===== src/logic/pfcpm_pkg.sv =====
package pfcpm_pkg;
	// command codes
	localparam logic [7:0] CMD_RUN          = 8'h01;
	localparam logic [7:0] CMD_ONOFF        = 8'h02;
	localparam logic [7:0] CMD_FAULT_CLEAR  = 8'h03;
	localparam logic [7:0] CMD_WRITE_LOCK   = 8'h10;
	localparam logic [7:0] CMD_RESTORE_DEF  = 8'h12;
	localparam logic [7:0] CMD_STORE_USER   = 8'h15;
	localparam logic [7:0] CMD_RESTORE_USER = 8'h16;
	localparam logic [7:0] CMD_FEATURE      = 8'h19;
	localparam logic [7:0] CMD_VOUT_FMT     = 8'h20;
	localparam logic [7:0] CMD_SETPOINT     = 8'h21;
	localparam logic [7:0] CMD_LOOP_SCALE   = 8'h29;
	localparam logic [7:0] CMD_MON_SCALE    = 8'h2a;
	localparam logic [7:0] CMD_INPUT_TURN_ON_THRESHOLD       = 8'h35;
	localparam logic [7:0] CMD_INPUT_TURN_OFF_THRESHOLD      = 8'h36;
	localparam logic [7:0] CMD_OV_LIMIT     = 8'h40;
	localparam logic [7:0] CMD_PAGE_ERASE   = 8'hd4;
	// bit positions
	localparam int RUN_EN_BIT    = 7;
	localparam int CFG_PUP_BIT   = 4;
	localparam int CFG_CMD_BIT   = 3;
	localparam int CFG_PIN_BIT   = 2;
	localparam int CFG_POL_BIT   = 1;
	localparam int WL1_BIT       = 7;
	localparam int WL2_BIT       = 6;
	localparam int WL3_BIT       = 5;
	// fixed read values
	localparam logic [7:0] RUN_FIXED     = 8'h04; // margin 00, resp 01
	localparam logic [7:0] CFG_FIXED     = 8'h01; // power-down bit = 1
	localparam logic [7:0] FEATURE_VAL   = 8'h20; // no pec, 400k, no alert
	localparam logic [7:0] VOUT_FMT_LIN  = 8'h00; // linear mode code
	localparam logic [7:0] RUN_WMASK     = 8'h80;
	localparam logic [7:0] CFG_WMASK     = 8'h1e;
	localparam logic [7:0] WL_WMASK      = 8'he0;
	localparam logic [7:0] FMT_WMASK     = 8'h07;
	localparam logic [15:0] SET_WMASK    = 16'h0fff;
	localparam logic [15:0] LOOP_WMASK   = 16'hfbff;
	localparam logic [15:0] MON_WMASK    = 16'h3bff;
	localparam logic [15:0] MANT11_WMASK = 16'h07ff;
	// default (factory) values; plain choices
	localparam logic [7:0]  DEF_RUN   = 8'h80;
	localparam logic [7:0]  DEF_CFG   = 8'h00;
	localparam logic [7:0]  DEF_WL    = 8'h00;
	localparam logic [7:0]  DEF_FMT   = 8'h00;
	localparam logic [15:0] DEF_SET   = 16'h0000;
	localparam logic [15:0] DEF_LOOP  = 16'h0000;
	localparam logic [15:0] DEF_MON   = 16'h0000;
	localparam logic [15:0] DEF_VON   = 16'h0000;
	localparam logic [15:0] DEF_VOFF  = 16'h0000;
	localparam logic [15:0] DEF_OV    = 16'h0000;
	localparam int VIN_EXP_LSB = 3; // exponent reg bits 5:3
	localparam int EXP_LSB     = 11;

	// nonvolatile image handshake kinds
	typedef enum logic [1:0] {
		PFCPM_NV_IDLE    = 2'b00,
		PFCPM_NV_RESTORE = 2'b01,
		PFCPM_NV_STORE   = 2'b10
	} pfcpm_nv_t;
endpackage


===== src/logic/pfcpm_regs.sv =====
`timescale 1ns/1ps
// Functional notes
// - run bit7 clear off, set on
// - margin level 00, bit6 reads zero
// - margin fault response fixed 01
// - config bit4 picks always-on or controlled
// - config bit3 gates on run bit
// - config bit2 gates on control pin
// - config bit1 sets pin active level
// - config bit0 reads one; fast off
// - code 03 clears all faults together
// - lock bit7 allows only lock writes
// - lock bit6 allows lock, run, erase
// - lock bit5 adds config and setpoint
// - code 12 loads factory defaults
// - code 15 stores operating memory
// - code 16 loads the stored user setpoint
// - feature report read-only, pec 0, speed 01
// - feature bit4 alert reads zero
// - format mode read-only, exponent writable
// - setpoint 12-bit mantissa, top zero
// - loop scale exponent, mantissa, bit10 zero
// - monitor scale exponent, mantissa, bits 15:14 and bit10 zero
// - thresholds show shared input exponent
// - convert between turn-on and turn-off thresholds
// - ov limit shows output format exponent
module pfcpm_regs
	import pfcpm_pkg::*;
(
	input  wire logic        clk,           // 10 MHz device clock
	input  wire logic        rst_n,         // async reset, active low
	input  wire logic        cmd_valid,     // one-cycle command strobe
	input  wire logic        cmd_write,     // 1 write or send byte
	input  wire logic [7:0]  cmd_code,      // command code
	input  wire logic [15:0] cmd_wdata,     // write data, low byte first
	input  wire logic        cmd_has_data,  // 0 for send byte
	input  wire logic        power_on_control_pin, // raw control pin
	input  wire logic [7:0]  vin_exp_reg,   // shared input exponent reg
	input  wire logic [10:0] vin_mantissa,  // measured input voltage
	input  wire logic        vin_valid,     // new input sample
	input  wire logic        fault_any,     // fault events from loops
	input  wire logic        nv_done,       // eeprom transfer finished
	input  wire logic [15:0] nv_rdata,      // restore word from eeprom
	output logic [15:0]      cmd_rdata,     // read answer
	output logic             cmd_ack,       // answer strobe
	output logic             cmd_refused,   // write rejected by lock or unknown code
	output logic             converter_on,  // enable for power stage
	output logic             fault_flag,    // sticky fault summary
	output logic             fault_clear_pulse, // clears all faults
	output logic [1:0]       nv_request,    // store or restore busy
	output logic             nv_factory     // restore from defaults
);

	typedef struct packed {
		logic [7:0]  run;
		logic [7:0]  cfg;
		logic [7:0]  wl;
		logic [7:0]  fmt;
		logic [15:0] setp;
		logic [15:0] loop;
		logic [15:0] mon;
		logic [15:0] von;
		logic [15:0] voff;
		logic [15:0] ov;
		logic        in_range;
		logic        conv;
		logic        fault;
		logic        fclr;
		logic [15:0] rdata;
		logic        ack;
		logic        refused;
		pfcpm_nv_t   nv;
		logic        factory;
	} pfcpm_state_t;

	pfcpm_state_t st_r;
	pfcpm_state_t st_nxt;

	logic        wr_ok;
	logic        pin_active;
	logic        enable_req;
	logic [4:0]  vin_exp;
	logic [4:0]  out_exp;
	logic [15:0] rd_val;

	// writable-by-lock decode; lock level one (bit7) wins over levels two and three
	always_comb begin
		if (st_r.wl[WL1_BIT]) begin
			wr_ok = (cmd_code == CMD_WRITE_LOCK);
		end else if (st_r.wl[WL2_BIT]) begin
			wr_ok = (cmd_code == CMD_WRITE_LOCK) ||
				(cmd_code == CMD_RUN) ||
				(cmd_code == CMD_PAGE_ERASE);
		end else if (st_r.wl[WL3_BIT]) begin
			wr_ok = (cmd_code == CMD_WRITE_LOCK) ||
				(cmd_code == CMD_RUN) ||
				(cmd_code == CMD_PAGE_ERASE) ||
				(cmd_code == CMD_ONOFF) ||
				(cmd_code == CMD_SETPOINT);
		end else begin
			wr_ok = 1'b1;
		end
	end

	// control pin level and enable qualification
	always_comb begin
		pin_active = st_r.cfg[CFG_POL_BIT] ? power_on_control_pin
			: ~power_on_control_pin;
		if (!st_r.cfg[CFG_PUP_BIT]) begin
			enable_req = 1'b1;
		end else begin
			enable_req = (!st_r.cfg[CFG_CMD_BIT] ||
					st_r.run[RUN_EN_BIT]) &&
				(!st_r.cfg[CFG_PIN_BIT] || pin_active);
		end
	end

	// exponent sources shown in threshold and limit reads
	always_comb begin
		vin_exp = {{2{vin_exp_reg[VIN_EXP_LSB+2]}},
			vin_exp_reg[VIN_EXP_LSB +: 3]};
		out_exp = {{2{st_r.fmt[2]}}, st_r.fmt[2:0]};
	end

	// read multiplexer; fixed fields forced here, not stored
	always_comb begin
		case (cmd_code)
			CMD_RUN: rd_val = {8'h00,
				(st_r.run & RUN_WMASK) | RUN_FIXED};
			CMD_ONOFF: rd_val = {8'h00,
				(st_r.cfg & CFG_WMASK) | CFG_FIXED};
			CMD_WRITE_LOCK: rd_val = {8'h00, st_r.wl & WL_WMASK};
			CMD_FEATURE: rd_val = {8'h00, FEATURE_VAL};
			CMD_VOUT_FMT: rd_val = {8'h00,
				(st_r.fmt & FMT_WMASK) | VOUT_FMT_LIN};
			CMD_SETPOINT: rd_val = st_r.setp & SET_WMASK;
			CMD_LOOP_SCALE: rd_val = st_r.loop & LOOP_WMASK;
			CMD_MON_SCALE: rd_val = st_r.mon & MON_WMASK;
			CMD_INPUT_TURN_ON_THRESHOLD: rd_val = {vin_exp,
				st_r.von[10:0]};
			CMD_INPUT_TURN_OFF_THRESHOLD: rd_val = {vin_exp,
				st_r.voff[10:0]};
			CMD_OV_LIMIT: rd_val = {out_exp,
				st_r.ov[10:0]};
			default: rd_val = 16'h0000;
		endcase
	end

	// next-state: bus writes, send-byte commands, run control
	always_comb begin
		st_nxt = st_r;
		st_nxt.ack = 1'b0;
		st_nxt.refused = 1'b0;
		st_nxt.fclr = 1'b0;
		if (nv_done) begin
			st_nxt.nv = PFCPM_NV_IDLE;
		end
		// fault flag: set wins over clear in the same cycle
		if (fault_any) begin
			st_nxt.fault = 1'b1;
		end
		if (cmd_valid) begin
			st_nxt.ack = 1'b1;
			st_nxt.rdata = rd_val;
			if (cmd_write && !wr_ok) begin
				st_nxt.refused = 1'b1;
			end else if (cmd_write && !cmd_has_data) begin
				case (cmd_code)
					CMD_FAULT_CLEAR: begin
						st_nxt.fclr = 1'b1;
						st_nxt.fault = fault_any;
					end
					CMD_RESTORE_DEF: begin
						st_nxt.nv = PFCPM_NV_RESTORE;
						st_nxt.factory = 1'b1;
						st_nxt.run = DEF_RUN;
						st_nxt.cfg = DEF_CFG;
						st_nxt.fmt = DEF_FMT;
						st_nxt.setp = DEF_SET;
						st_nxt.loop = DEF_LOOP;
						st_nxt.mon = DEF_MON;
						st_nxt.von = DEF_VON;
						st_nxt.voff = DEF_VOFF;
						st_nxt.ov = DEF_OV;
					end
					CMD_STORE_USER: begin
						st_nxt.nv = PFCPM_NV_STORE;
						st_nxt.factory = 1'b0;
					end
					CMD_RESTORE_USER: begin
						st_nxt.nv = PFCPM_NV_RESTORE;
						st_nxt.factory = 1'b0;
					end
					default: st_nxt.refused = 1'b1;
				endcase
			end else if (cmd_write) begin
				case (cmd_code)
					CMD_RUN: st_nxt.run =
						cmd_wdata[7:0] & RUN_WMASK;
					CMD_ONOFF: st_nxt.cfg =
						cmd_wdata[7:0] & CFG_WMASK;
					CMD_WRITE_LOCK: st_nxt.wl =
						cmd_wdata[7:0] & WL_WMASK;
					CMD_VOUT_FMT: st_nxt.fmt =
						cmd_wdata[7:0] & FMT_WMASK;
					CMD_SETPOINT: st_nxt.setp =
						cmd_wdata & SET_WMASK;
					CMD_LOOP_SCALE: st_nxt.loop =
						cmd_wdata & LOOP_WMASK;
					CMD_MON_SCALE: st_nxt.mon =
						cmd_wdata & MON_WMASK;
					CMD_INPUT_TURN_ON_THRESHOLD: st_nxt.von =
						cmd_wdata & MANT11_WMASK;
					CMD_INPUT_TURN_OFF_THRESHOLD: st_nxt.voff =
						cmd_wdata & MANT11_WMASK;
					CMD_OV_LIMIT: st_nxt.ov =
						cmd_wdata & MANT11_WMASK;
					default: st_nxt.refused = 1'b1;
				endcase
			end
		end
		// user restore word lands in the setpoint image
		if (st_r.nv == PFCPM_NV_RESTORE && !st_r.factory && nv_done) begin
			st_nxt.setp = nv_rdata & SET_WMASK;
		end
		if (vin_valid) begin
			if (vin_mantissa >= st_r.von[10:0]) begin
				st_nxt.in_range = 1'b1;
			end else if (vin_mantissa <= st_r.voff[10:0]) begin
				st_nxt.in_range = 1'b0;
			end
		end
		st_nxt.conv = enable_req && st_nxt.in_range;
	end

	// state register
	always_ff @(posedge clk or negedge rst_n) begin
		if (!rst_n) begin
			st_r <= '{run: DEF_RUN, cfg: DEF_CFG, wl: DEF_WL,
				fmt: DEF_FMT, setp: DEF_SET, loop: DEF_LOOP,
				mon: DEF_MON, von: DEF_VON, voff: DEF_VOFF,
				ov: DEF_OV, in_range: 1'b0, conv: 1'b0,
				fault: 1'b0, fclr: 1'b0, rdata: 16'h0000,
				ack: 1'b0, refused: 1'b0, nv: PFCPM_NV_IDLE,
				factory: 1'b0};
		end else begin
			st_r <= st_nxt;
		end
	end

	assign cmd_rdata         = st_r.rdata;
	assign cmd_ack           = st_r.ack;
	assign cmd_refused       = st_r.refused;
	assign converter_on      = st_r.conv;
	assign fault_flag        = st_r.fault;
	assign fault_clear_pulse = st_r.fclr;
	assign nv_request        = st_r.nv;
	assign nv_factory        = st_r.factory;
endmodule


===== config.mk =====
export PLATFORM = sky130hd
export DESIGN_NAME = pfcpm_regs
export DESIGN_NICKNAME = d
export VERILOG_FILES = /design/src/logic/pfcpm_pkg.sv /design/src/logic/pfcpm_regs.sv
export SDC_FILE = /design/constraint.sdc
export NUM_CORES = 1
export LEC_CHECK = 0
export ABC_CLOCK_PERIOD_IN_PS = 3100
export BUFFER_PORTS_ARGS = -buffer_cell sky130_fd_sc_hd__buf_4
export CORE_MARGIN = 3
export CORE_UTILIZATION = 60
export CTS_BUF_LIST = sky130_fd_sc_hd__clkbuf_2
export DETAILED_ROUTE_END_ITERATION = 8
export PLACE_DENSITY = 0.83
export SETUP_SLACK_MARGIN = 0.3
export SLEW_MARGIN = 10
export SYNTH_ARGS = -nofsm -noshare
export SYNTH_HDL_FRONTEND = slang
export SYNTH_SLANG_ARGS = --single-unit

===== constraint.sdc =====
create_clock -name clk -period 3.1 [get_ports clk]
set_clock_uncertainty 0.2 [all_clocks]
set_input_delay 0.62 -clock clk [delete_from_list [all_inputs] [get_ports clk]]
set_output_delay 0.62 -clock clk [all_outputs]
set_load 0.01 [all_outputs]

-- After elaboration in Yosys (flattened, before gate mapping)
Cells that the tools add are included.
Widths: inputs -> output; s select.
- bits in writable memories: 0
- memories: 0
- input bits: 68
- memory bits (read-only): 0
- flip-flop bits (word level): 136
- bits in latches: 0
- logic and storage cells: 128
- $mul: 0
- eq/ne operators: 20
- muxes and demuxes: 41
- bitwise logic cells: 3
- div/mod/pow operators: 0
- shift-type cells: 0
- reduce and logical (&&, ||, !) cells: 43
- add/subtract/negate cells: 0
- magnitude comparators: 2
- operators by type and width (operator ; number):
    $mux 99 ; 2
    $mux 92 ; 2
    $pmux 16 s11 ; 1
    $mux 128 ; 1
    $mux 16 ; 8
    $reduce_and 5->1 ; 10
    $eq 8x6->1 const B ; 6
    $eq 8x5->1 const B ; 5
    $mux 8 ; 4
    $mux 23 ; 1
    $reduce_bool 2->1 ; 10
    $eq 8x2->1 const B ; 2
    $mux 1 ; 14
    $mux 12 ; 1
    $ge 11x11->1 ; 1
    $le 11x11->1 ; 1
    $reduce_or 10->1 ; 1
    $pmux 3 s3 ; 1
    $reduce_bool 3->1 ; 3
    $eq 8x1->1 const B ; 1
    $eq 8x7->1 const B ; 1
    $eq 8x8->1 const B ; 1
    $mux 2 ; 4
    $logic_and 1x1->1 ; 6
    other kinds (9) ; 22

-- Logic depth before layout (Yosys ltp)
Gate-level depths: netlist of the first run.
- depth in word-level cells: 13
- depth in mapped cells: 8
- mapped depth without buffers: 7

-- Worst setup path after synthesis of the first run
Ideal clock, no wire load.
- path type: input-to-reg
- start: input cmd_code[7]
- end: register st_r[100] in the netlist's numbering
- buffers on the path: 2
- setup time: 0.125 ns
- required time: 2.775 ns
- stages on the path: 7
- arrival time: 2.847 ns
- path slack: -0.072 ns
- cells stage by stage: buf_2 > or3_4 > or4_4 > a31o_4 > a211oi_4 > buf_6 > mux2_4
- word-level cells in the longest chain between the ends: 12
- RTL lines (item ; line ; source):
    from (decl) ; pfcpm_regs.sv:34 ; input wire logic [7:0] cmd_code,
    $eq 8x5->1 or $eq 8x1->1 (tied branches) ; -- ;
    $logic_or 1x1->1 ; pfcpm_regs.sv:91, pfcpm_regs.sv:95 ;
    $logic_or 1x1->1 ; pfcpm_regs.sv:92, pfcpm_regs.sv:96 ;
    $logic_or 1x1->1 ; pfcpm_regs.sv:97 ; (cmd_code == CMD_PAGE_ERASE) ||
    $logic_or 1x1->1 ; pfcpm_regs.sv:98 ; (cmd_code == CMD_ONOFF) ||
    $mux 1 ; pfcpm_regs.sv:94 ; end else if (st_r.wl[WL3_BIT]) begin
    $mux 1 ; pfcpm_regs.sv:90 ; end else if (st_r.wl[WL2_BIT]) begin
    $mux 1 ; pfcpm_regs.sv:88 ; if (st_r.wl[WL1_BIT]) begin
    $logic_not 1->1 ; pfcpm_regs.sv:165 ; if (cmd_write && !wr_ok) begin
    $logic_and 1x1->1 ; pfcpm_regs.sv:165 ;
    $not 1->1 (no source line) ; -- ;
    $reduce_and 5->1 (no source line) * ; -- ;
    to (signal assigned) ; pfcpm_regs.sv:239 ; st_r <= '{run: DEF_RUN, cfg: DEF_CFG, wl: DEF_WL,
    to (signal assigned) ; pfcpm_regs.sv:247 ; st_r <= st_nxt;
    to (decl) ; pfcpm_regs.sv:76 ; pfcpm_state_t st_r;
Mark *: on every way between the ends. The rest lies on a longest branch, timed or not.
A chain may end at the register's enable or synchronous reset.

-- Final worst setup path of the first run
- start: input cmd_valid
- end: register st_r[67] in the netlist's numbering
- word-level cells in the longest chain between the ends: 1
- RTL lines (item ; line ; source):
    from (decl) ; pfcpm_regs.sv:32 ; input wire logic cmd_valid,
    $reduce_and 5->1 (no source line) ; -- ;
No other way between the ends.

==> flow_summary.yaml, run 1 <==
clock_tree:
  clock_tree.buffer_depth: 2
  tritoncts: "built"
  cts_max_level: 3
  clock_sinks: 109
  clkSlewWorstSetupHoldPaths_ns: 0.30
  cts_made_buffers: 9
  post_cts.repair.setup_buffers: 0
  cts_root_buffer: "sky130_fd_sc_hd__clkbuf_2"
  clk_latency_ns: 0.62
cells_and_area:
  num-nets-final: 774
  syn_to_final_growth_pct: 21.02
  layout.cell_area.non_filler_um2: 7721
  drive_above_1_share_pct: 34.40
  layoutNonFillerInstCount: 826
timing:
  upper_clock_frequency_limit_mhz: 388.5
  worst_pin_slew_ns: 0.8033
  report.final.hold_viol_count: 0
  final_setup_violations: 0
  grt_setup_unrepaired: "no"
  finalMaxSlewViolations: 0
  timing.slew.headroom_pct: 46.37
  fin_hold_ws_ns: 0.04878
  period_share_pct: 83.03
  post-route-worst-setup-slack_ns: 0.5262
  fin_crit_ns: 2.574
critical_path:
  worst_r2r_startpoint: "st_r[60]"
  reg2reg_setup_slack_ns: 0.67
  cp_slowest_cell: "sky130_fd_sc_hd__dlygate4sd3_1"
  critical_path.endpoint_type: "flip-flop"
  r2r_cells: 7
  cp_num_buf_inv: 4
  setup.worst_path.start_class: "primary input"
  crit_top_cell: "sky130_fd_sc_hd__buf_4"
  crit_path_max_incr_delay_ns: 0.52
  r2r_end: "converter_on"
  worstPathRequired_ns: 3.44
  crit_chain: "dlygate4sd3_1 > buf_4 > and2_1 > o221ai_4 > buf_4 > a211oi_2 > buf_4 > mux2i_1"
  crit_family: "buffers and inverters"
  worst-endpoint-arrival_ns: 2.91
  worstSetupPathType: "primary input to flip-flop"
  highest_net_fanout_along_the_worst_path: 21
die:
  die_width_um: 109.1
  floorplan.initialDensity_pct: 61.80
  top_level_ports: 92
  rows: 37
  core_um2: 10320
  die-area_um2: 11910
  die-height_um: 109.1
drt:
  drtAntennaViolNets: 0
  drt-vias-per-instance: 6.225
  dr_total_vias: 5142
  initialDrtViolationCount: 460
  remaining_drc_errors: 0
  route.detailed.wl_per_inst_um: 22.40
  firstDrtPassIters: 5
  totalWireLength_um: 18510
logic_synthesis:
  ys_seq_elements: 109
  top_count_cell_post_synth: "sky130_fd_sc_hd__dfrtp_1"
  synth_top_cells_by_area: "sky130_fd_sc_hd__dfrtp_1 (42%), sky130_fd_sc_hd__mux2_2 (7.4%), sky130_fd_sc_hd__mux2i_1 (7.2%), sky130_fd_sc_hd__ha_1 (4.3%), sky130_fd_sc_hd__inv_1 (2.8%)"
  edff_count_synth: 0
  synthDominantAreaCellType: "sky130_fd_sc_hd__dfrtp_1"
  synthArstFlopShare_pct: 100.0
  syn-instance-count: 578
  post_synthesis_net_count: 668
  syn_area_per_cell_um2: 11.04
  synthTopCellsByCount: "sky130_fd_sc_hd__dfrtp_1 (108), sky130_fd_sc_hd__inv_1 (47), sky130_fd_sc_hd__mux2i_1 (46)"
  yosys_synthesis_warning_count: 0
  synth_sequential_area_ratio_pct: 42.77
  synth_flop_cell: "sky130_fd_sc_hd__dfrtp_1"
  synthesis.area_um2: 6380
  yosysTopAreaCellShare_pct: 42.36
  netlist-cell-type-count: 71
placement:
  pre_cts_slack_ns: -0.07799
  placed_cells_incl_taps: 804
  buffer_ports.inserted: 82
  dp_hpwl_um: 13690
  gpl.final_weighted_congestion: 0.9487
  detailed_place.area_um2: 7518
global_route:
  antenna_found_initial: 1
  grt_start_max_net_pins: 44
  first_global_vias: 5340
  global_route.usage.total_pct: 32.34
  grt_first_pass_wirelength_um: 28900
  overflow: 0
power:
  ir_drop_uv: 325.7
  leakage_nw: 3.471
  pwr_density_cell_nw_per_um2: 411.7
  power.total_mw: 3.179
worst_hold_path:
  hold_path_depth: 3
  hold_path_class: "primary input to flip-flop"
  min-delay-start: "nv_done"
  holdPathEnd: "nv_request[0]"
status:
  status: "finished clean"
job:
  cap_violations: 0
[cells in the final DEF (no fill, tap or decap), types with 5 or more instances in the layout]
cell                            count
sky130_fd_sc_hd__dlygate4sd3_1      5
sky130_fd_sc_hd__and2_1             8
sky130_fd_sc_hd__nand2_1           28
sky130_fd_sc_hd__mux2_2            22
sky130_fd_sc_hd__o21ai_0            8
sky130_fd_sc_hd__clkbuf_2           9
sky130_fd_sc_hd__o2bb2ai_1          7
sky130_fd_sc_hd__and3_1            19
sky130_fd_sc_hd__dfrtp_1          108
sky130_fd_sc_hd__nor4_1             5
sky130_fd_sc_hd__nand3_1            5
sky130_fd_sc_hd__a21oi_1           11
sky130_fd_sc_hd__ha_1              22
sky130_fd_sc_hd__a22oi_1           16
sky130_fd_sc_hd__nor2b_1            7
sky130_fd_sc_hd__a211oi_1           6
sky130_fd_sc_hd__a222oi_1           7
sky130_fd_sc_hd__o22ai_1           19
sky130_fd_sc_hd__mux2i_1           46
sky130_fd_sc_hd__inv_1             47
sky130_fd_sc_hd__nor2_1             8
sky130_fd_sc_hd__mux2_4            29
sky130_fd_sc_hd__buf_4            140
sky130_fd_sc_hd__nand2b_1           8
sky130_fd_sc_hd__a22o_1             6
sky130_fd_sc_hd__nor3_1             8
[what timing repair did]
action,in CTS,in global routing
hold endpoints to repair,43,1
hold buffers,4,1
resized for setup,0,0
[worst min-delay path, delay by kind of cell]
kind                   cells  cell delay (ns)
AOI/OAI and AO/OA          1             0.06
buffers and inverters      1             0.09
and+or+nand+nor            1             0.10
[stage by stage]
stage	utilization (%)	setup TNS (ns)
2_1_floorplan	-	0
6_report	74.79	0
3_5_place_dp	72.83	-0.7980
3_3_place_gp	72.83	-0.2964
5_1_grt	74.79	0
4_1_cts	74.67	0
[power by group]
group	leakage, nW	switching [mW]	total [mW]	internal [mW]
clock	0.0903	0.503	0.786	0.283
sequential	1.45	0.100	1.69	1.59
combinational	1.93	0.370	0.706	0.336
[metal layers]
layer | track usage (%) | vias up | wire length, µm
met5 | 0 | - | 0
met4 | 17.22 | 0 | 913
met3 | 4.204 | 69 | 1070
met2 | 53.64 | 214 | 8979
met1 | 41.21 | 2531 | 7542
li1 | - | 2328 | -
[final cells by class]
cell class | count | area, µm²
fill | 724 | 2603
antenna | 1 | 2.502
clock inverter | 7 | 105.1
inverter | 47 | 176.4
multi-input combinational | 368 | 3312
timing repair buffer | 149 | 1181
tap | 136 | 170.2
clock buffer | 9 | 45.04
sequential | 109 | 2729
[logic make-up (layout without fill, tap and decap cells)]
family	count (synthesis)	in the layout	synth area share (%)
AOI/OAI and AO/OA	123	123	16.47
xor gates and xnor gates	3	3	0.4119
adders and majority gates	22	22	4.315
buffers and inverters	101	212	7.903
DFF	109	109	42.77
muxes	98	98	16.87
other	0	1	0
and+or+nand+nor	122	122	11.26
[sequential cells by signal, summed over array words and instances (netlist names)]
name               cells
out_exp                3
fault_clear_pulse      1
cmd_ack                1
nv_request             2
converter_on           1
cmd_rdata             16
st_r                  82
nv_factory             1
fault_flag             1
cmd_refused            1
[worst max-delay path by stage]
| stage | startpoint | endpoint | slack [ns] | cells past startpoint |
|---|---|---|---|---|
| CTS | cmd_code[7] | st_r[47] | 0.55 | 8 |
| detailed placement | cmd_code[7] | st_r[44] | -0.08 | 8 |
| finish | cmd_valid | st_r[67] | 0.53 | 8 |
| floorplan | cmd_code[7] | st_r[100] | 0.09 | 7 |
| global placement | cmd_code[7] | st_r[49] | -0.02 | 8 |
| global route | cmd_valid | st_r[108] | 0.44 | 8 |
(Power assumes the default switching activity.)
==> run 2, diff against run 1 <==
Settings changed: ABC_CLOCK_PERIOD_IN_PS 3100 to 2180, CORE_UTILIZATION 60 to 54, PLACE_DENSITY 0.83 to 0.79.
Clock period 3.1 ns to 2.18 ns, I/O delays scaled along.
==> run 2 against run 1 <==
  * The flow now finishes with violations (setup timing)
  * Critical path depth unchanged
  * Register-to-register slack lost 0.62 ns
  * Die area grew 10%
  * First-iteration DRC count up 29%
  * Global-route usage down 1.5 points
  * Sequential power rose by 42%
  * Wire length increased by 7.3%
  * Via count increased by 8.3%
  * Combinational power is 66% higher
  * Sequential cell count unchanged
  * Clock power up 40%
  * Worst setup slack got worse by 0.56 ns
  * Critical endpoint is now st_r[110]
  * Largest cell class unchanged
  * Highest routed layer is now met5
==> flow_summary.yaml, run 2 (synthesis gave the netlist of run 1 again) <==
status:
  status: "complete, but fails checks"
  failed_checks: "setup timing"
placement:
  dp_hpwl_um: 14170
  gpl.final_weighted_congestion: 0.9366
  pre_cts_slack_ns: -0.7396
  buffer_ports.inserted: 82
critical_path:
  worstSetupPathType: "primary input to flip-flop"
  worstPathRequired_ns: 2.51
  setup.worst_path.start_class: "primary input"
  critical_path.endpoint_type: "flip-flop"
  highest_net_fanout_along_the_worst_path: 7
  worst-endpoint-arrival_ns: 2.55
drt:
  drtAntennaViolNets: 0
  drt-vias-per-instance: 6.146
  totalWireLength_um: 19850
  remaining_drc_errors: 0
  firstDrtPassIters: 8
  initialDrtViolationCount: 595
  dr_total_vias: 5568
  route.detailed.wl_per_inst_um: 21.91
clock_tree:
  clk_latency_ns: 0.58
  cts_root_buffer: "sky130_fd_sc_hd__clkbuf_2"
  cts_max_level: 3
  tritoncts: "built"
  clkSlewWorstSetupHoldPaths_ns: 0.30
  clock_sinks: 109
  cts_made_buffers: 9
  clock_tree.buffer_depth: 2
timing:
  fin_crit_ns: 2.216
  setup-tns-final_ns: -0.1456
  period_share_pct: 101.7
  worst_pin_slew_ns: 0.5952
  post-route-worst-setup-slack_ns: -0.03623
  fin_hold_ws_ns: 0.03276
  grt_setup_unrepaired: "yes"
  finalMaxSlewViolations: 0
  final_setup_violations: 9
  upper_clock_frequency_limit_mhz: 451.2
  report.final.hold_viol_count: 0
  timing.slew.headroom_pct: 60.19
global_route:
  busiest_layer: "met2"
  grt_use_met1_pct: 42.16
  first_global_vias: 5738
  grt_start_max_net_pins: 51
  grt_util_met3_pct: 4.387
  overflow: 0
  grtUsageMet2_pct: 50.45
  grt_first_pass_wirelength_um: 31150
  global_route.usage.total_pct: 30.83
  antenna_found_initial: 1
cells_and_area:
  num-nets-final: 848
  largest_register_ff_count: 82
  antennaDiodeCount: 0
  drive_above_1_share_pct: 38.93
  layout_commonest_cell: "sky130_fd_sc_hd__buf_4"
  layout.cells.most_common_list: "sky130_fd_sc_hd__buf_4 (151), sky130_fd_sc_hd__dfrtp_1 (106), sky130_fd_sc_hd__inv_1 (46), sky130_fd_sc_hd__mux2i_1 (46), sky130_fd_sc_hd__mux2_4 (41)"
  layout.filler_cells: 752
  registers.top_by_ff_count: "st_r"
  syn_to_final_growth_pct: 36.63
power:
  pwr_density_cell_nw_per_um2: 536.2
  leakage_nw: 3.905
  ir_drop_uv: 567.0
  power.total_mw: 4.674
die:
  core_um2: 11470
  die-area_um2: 13150
  rows: 39
  top_level_ports: 92
  die-height_um: 114.7
  die_width_um: 114.7
  floorplan.initialDensity_pct: 55.64
worst_hold_path:
  hold_path_class: "primary input to flip-flop"
job:
  cap_violations: 0
-- run 2: cell types whose count changed in the layout (fill, tap and decap cells not counted), moves of 3 or more --
cell / previous run / this run
sky130_fd_sc_hd__dlygate4sd3_1: 5 / 32
sky130_fd_sc_hd__buf_12: 4 / 10
sky130_fd_sc_hd__a211oi_2: 3 / 0
sky130_fd_sc_hd__mux2_2: 22 / 11
sky130_fd_sc_hd__a211oi_4: 2 / 5
sky130_fd_sc_hd__buf_4: 140 / 151
sky130_fd_sc_hd__buf_8: 0 / 3
sky130_fd_sc_hd__buf_6: 0 / 26
sky130_fd_sc_hd__mux2_4: 29 / 41
-- run 2: power breakdown --
group	switching [mW]	leakage, nW	total, mW	internal, mW
combinational	0.567	2.37	1.17	0.602
sequential	0.145	1.45	2.40	2.26
clock	0.713	0.0858	1.10	0.390
-- run 2: layout make-up --
cell class,count,area (µm²),share of cell area [%]
repair buffers,222,1992,22.85
well taps,143,178.9,2.053
clock buffers,9,45.04,0.5167
flip-flops and latches,109,2731,31.33
multi-input cells,369,3496,40.10
clock inverters,7,97.59,1.120
inverters,47,176.4,2.024
-- run 2: final timing paths --
kind	from	endpoint	slack, ns	cells after the start
setup reg to reg	st_r[60]	converter_on	0.05	8
hold / removal	cmd_wdata[13]	st_r[86]	0.03	3
min in group asynchronous	rst_n	st_r[59]	0.18	3
setup / recovery	cmd_code[7]	st_r[110]	-0.04	8
hold reg to reg	st_r[141]	converter_on	0.34	1
max in group asynchronous	rst_n	nv_factory	0.61	3
-- run 2: what timing repair did --
| item | 4_1_cts | 5_1_grt |
|---|---|---|
| endpoints found under the setup margin | 93 | 114 |
| gates resized for setup | 43 | 19 |
| pin swaps | 13 | 6 |
| buffers inserted | 6 | 5 |
| hold buffers | 31 | 1 |
| cloned | 2 | 0 |
| hold endpoints to repair | 148 | 2 |
-- run 2: worst max-delay path, cell delays in order --
cell and delay (ns):
sky130_fd_sc_hd__buf_8 0.10, sky130_fd_sc_hd__or3_4 0.39, sky130_fd_sc_hd__or4_4 0.45, sky130_fd_sc_hd__a31o_4 0.31, sky130_fd_sc_hd__a2111oi_4 0.29, sky130_fd_sc_hd__buf_4 0.20
sky130_fd_sc_hd__buf_8 0.15, sky130_fd_sc_hd__mux2i_1 0.21
-- run 2: metal layers --
layer	vias up	wire (µm)
met2	258	9565
met1	2789	8448
li1	2476	-
met5	-	17
met3	43	1199
met4	2	620
-- run 2: per-stage QoR --
step	std cells	instance area, µm²	util [%]
3_3_place_gp	845	7904	68.93
6_report	906	8717	76.02
5_1_grt	906	8717	76.02
4_1_cts	900	8586	74.87
3_5_place_dp	845	7904	68.93
2_1_floorplan	578	6644	-
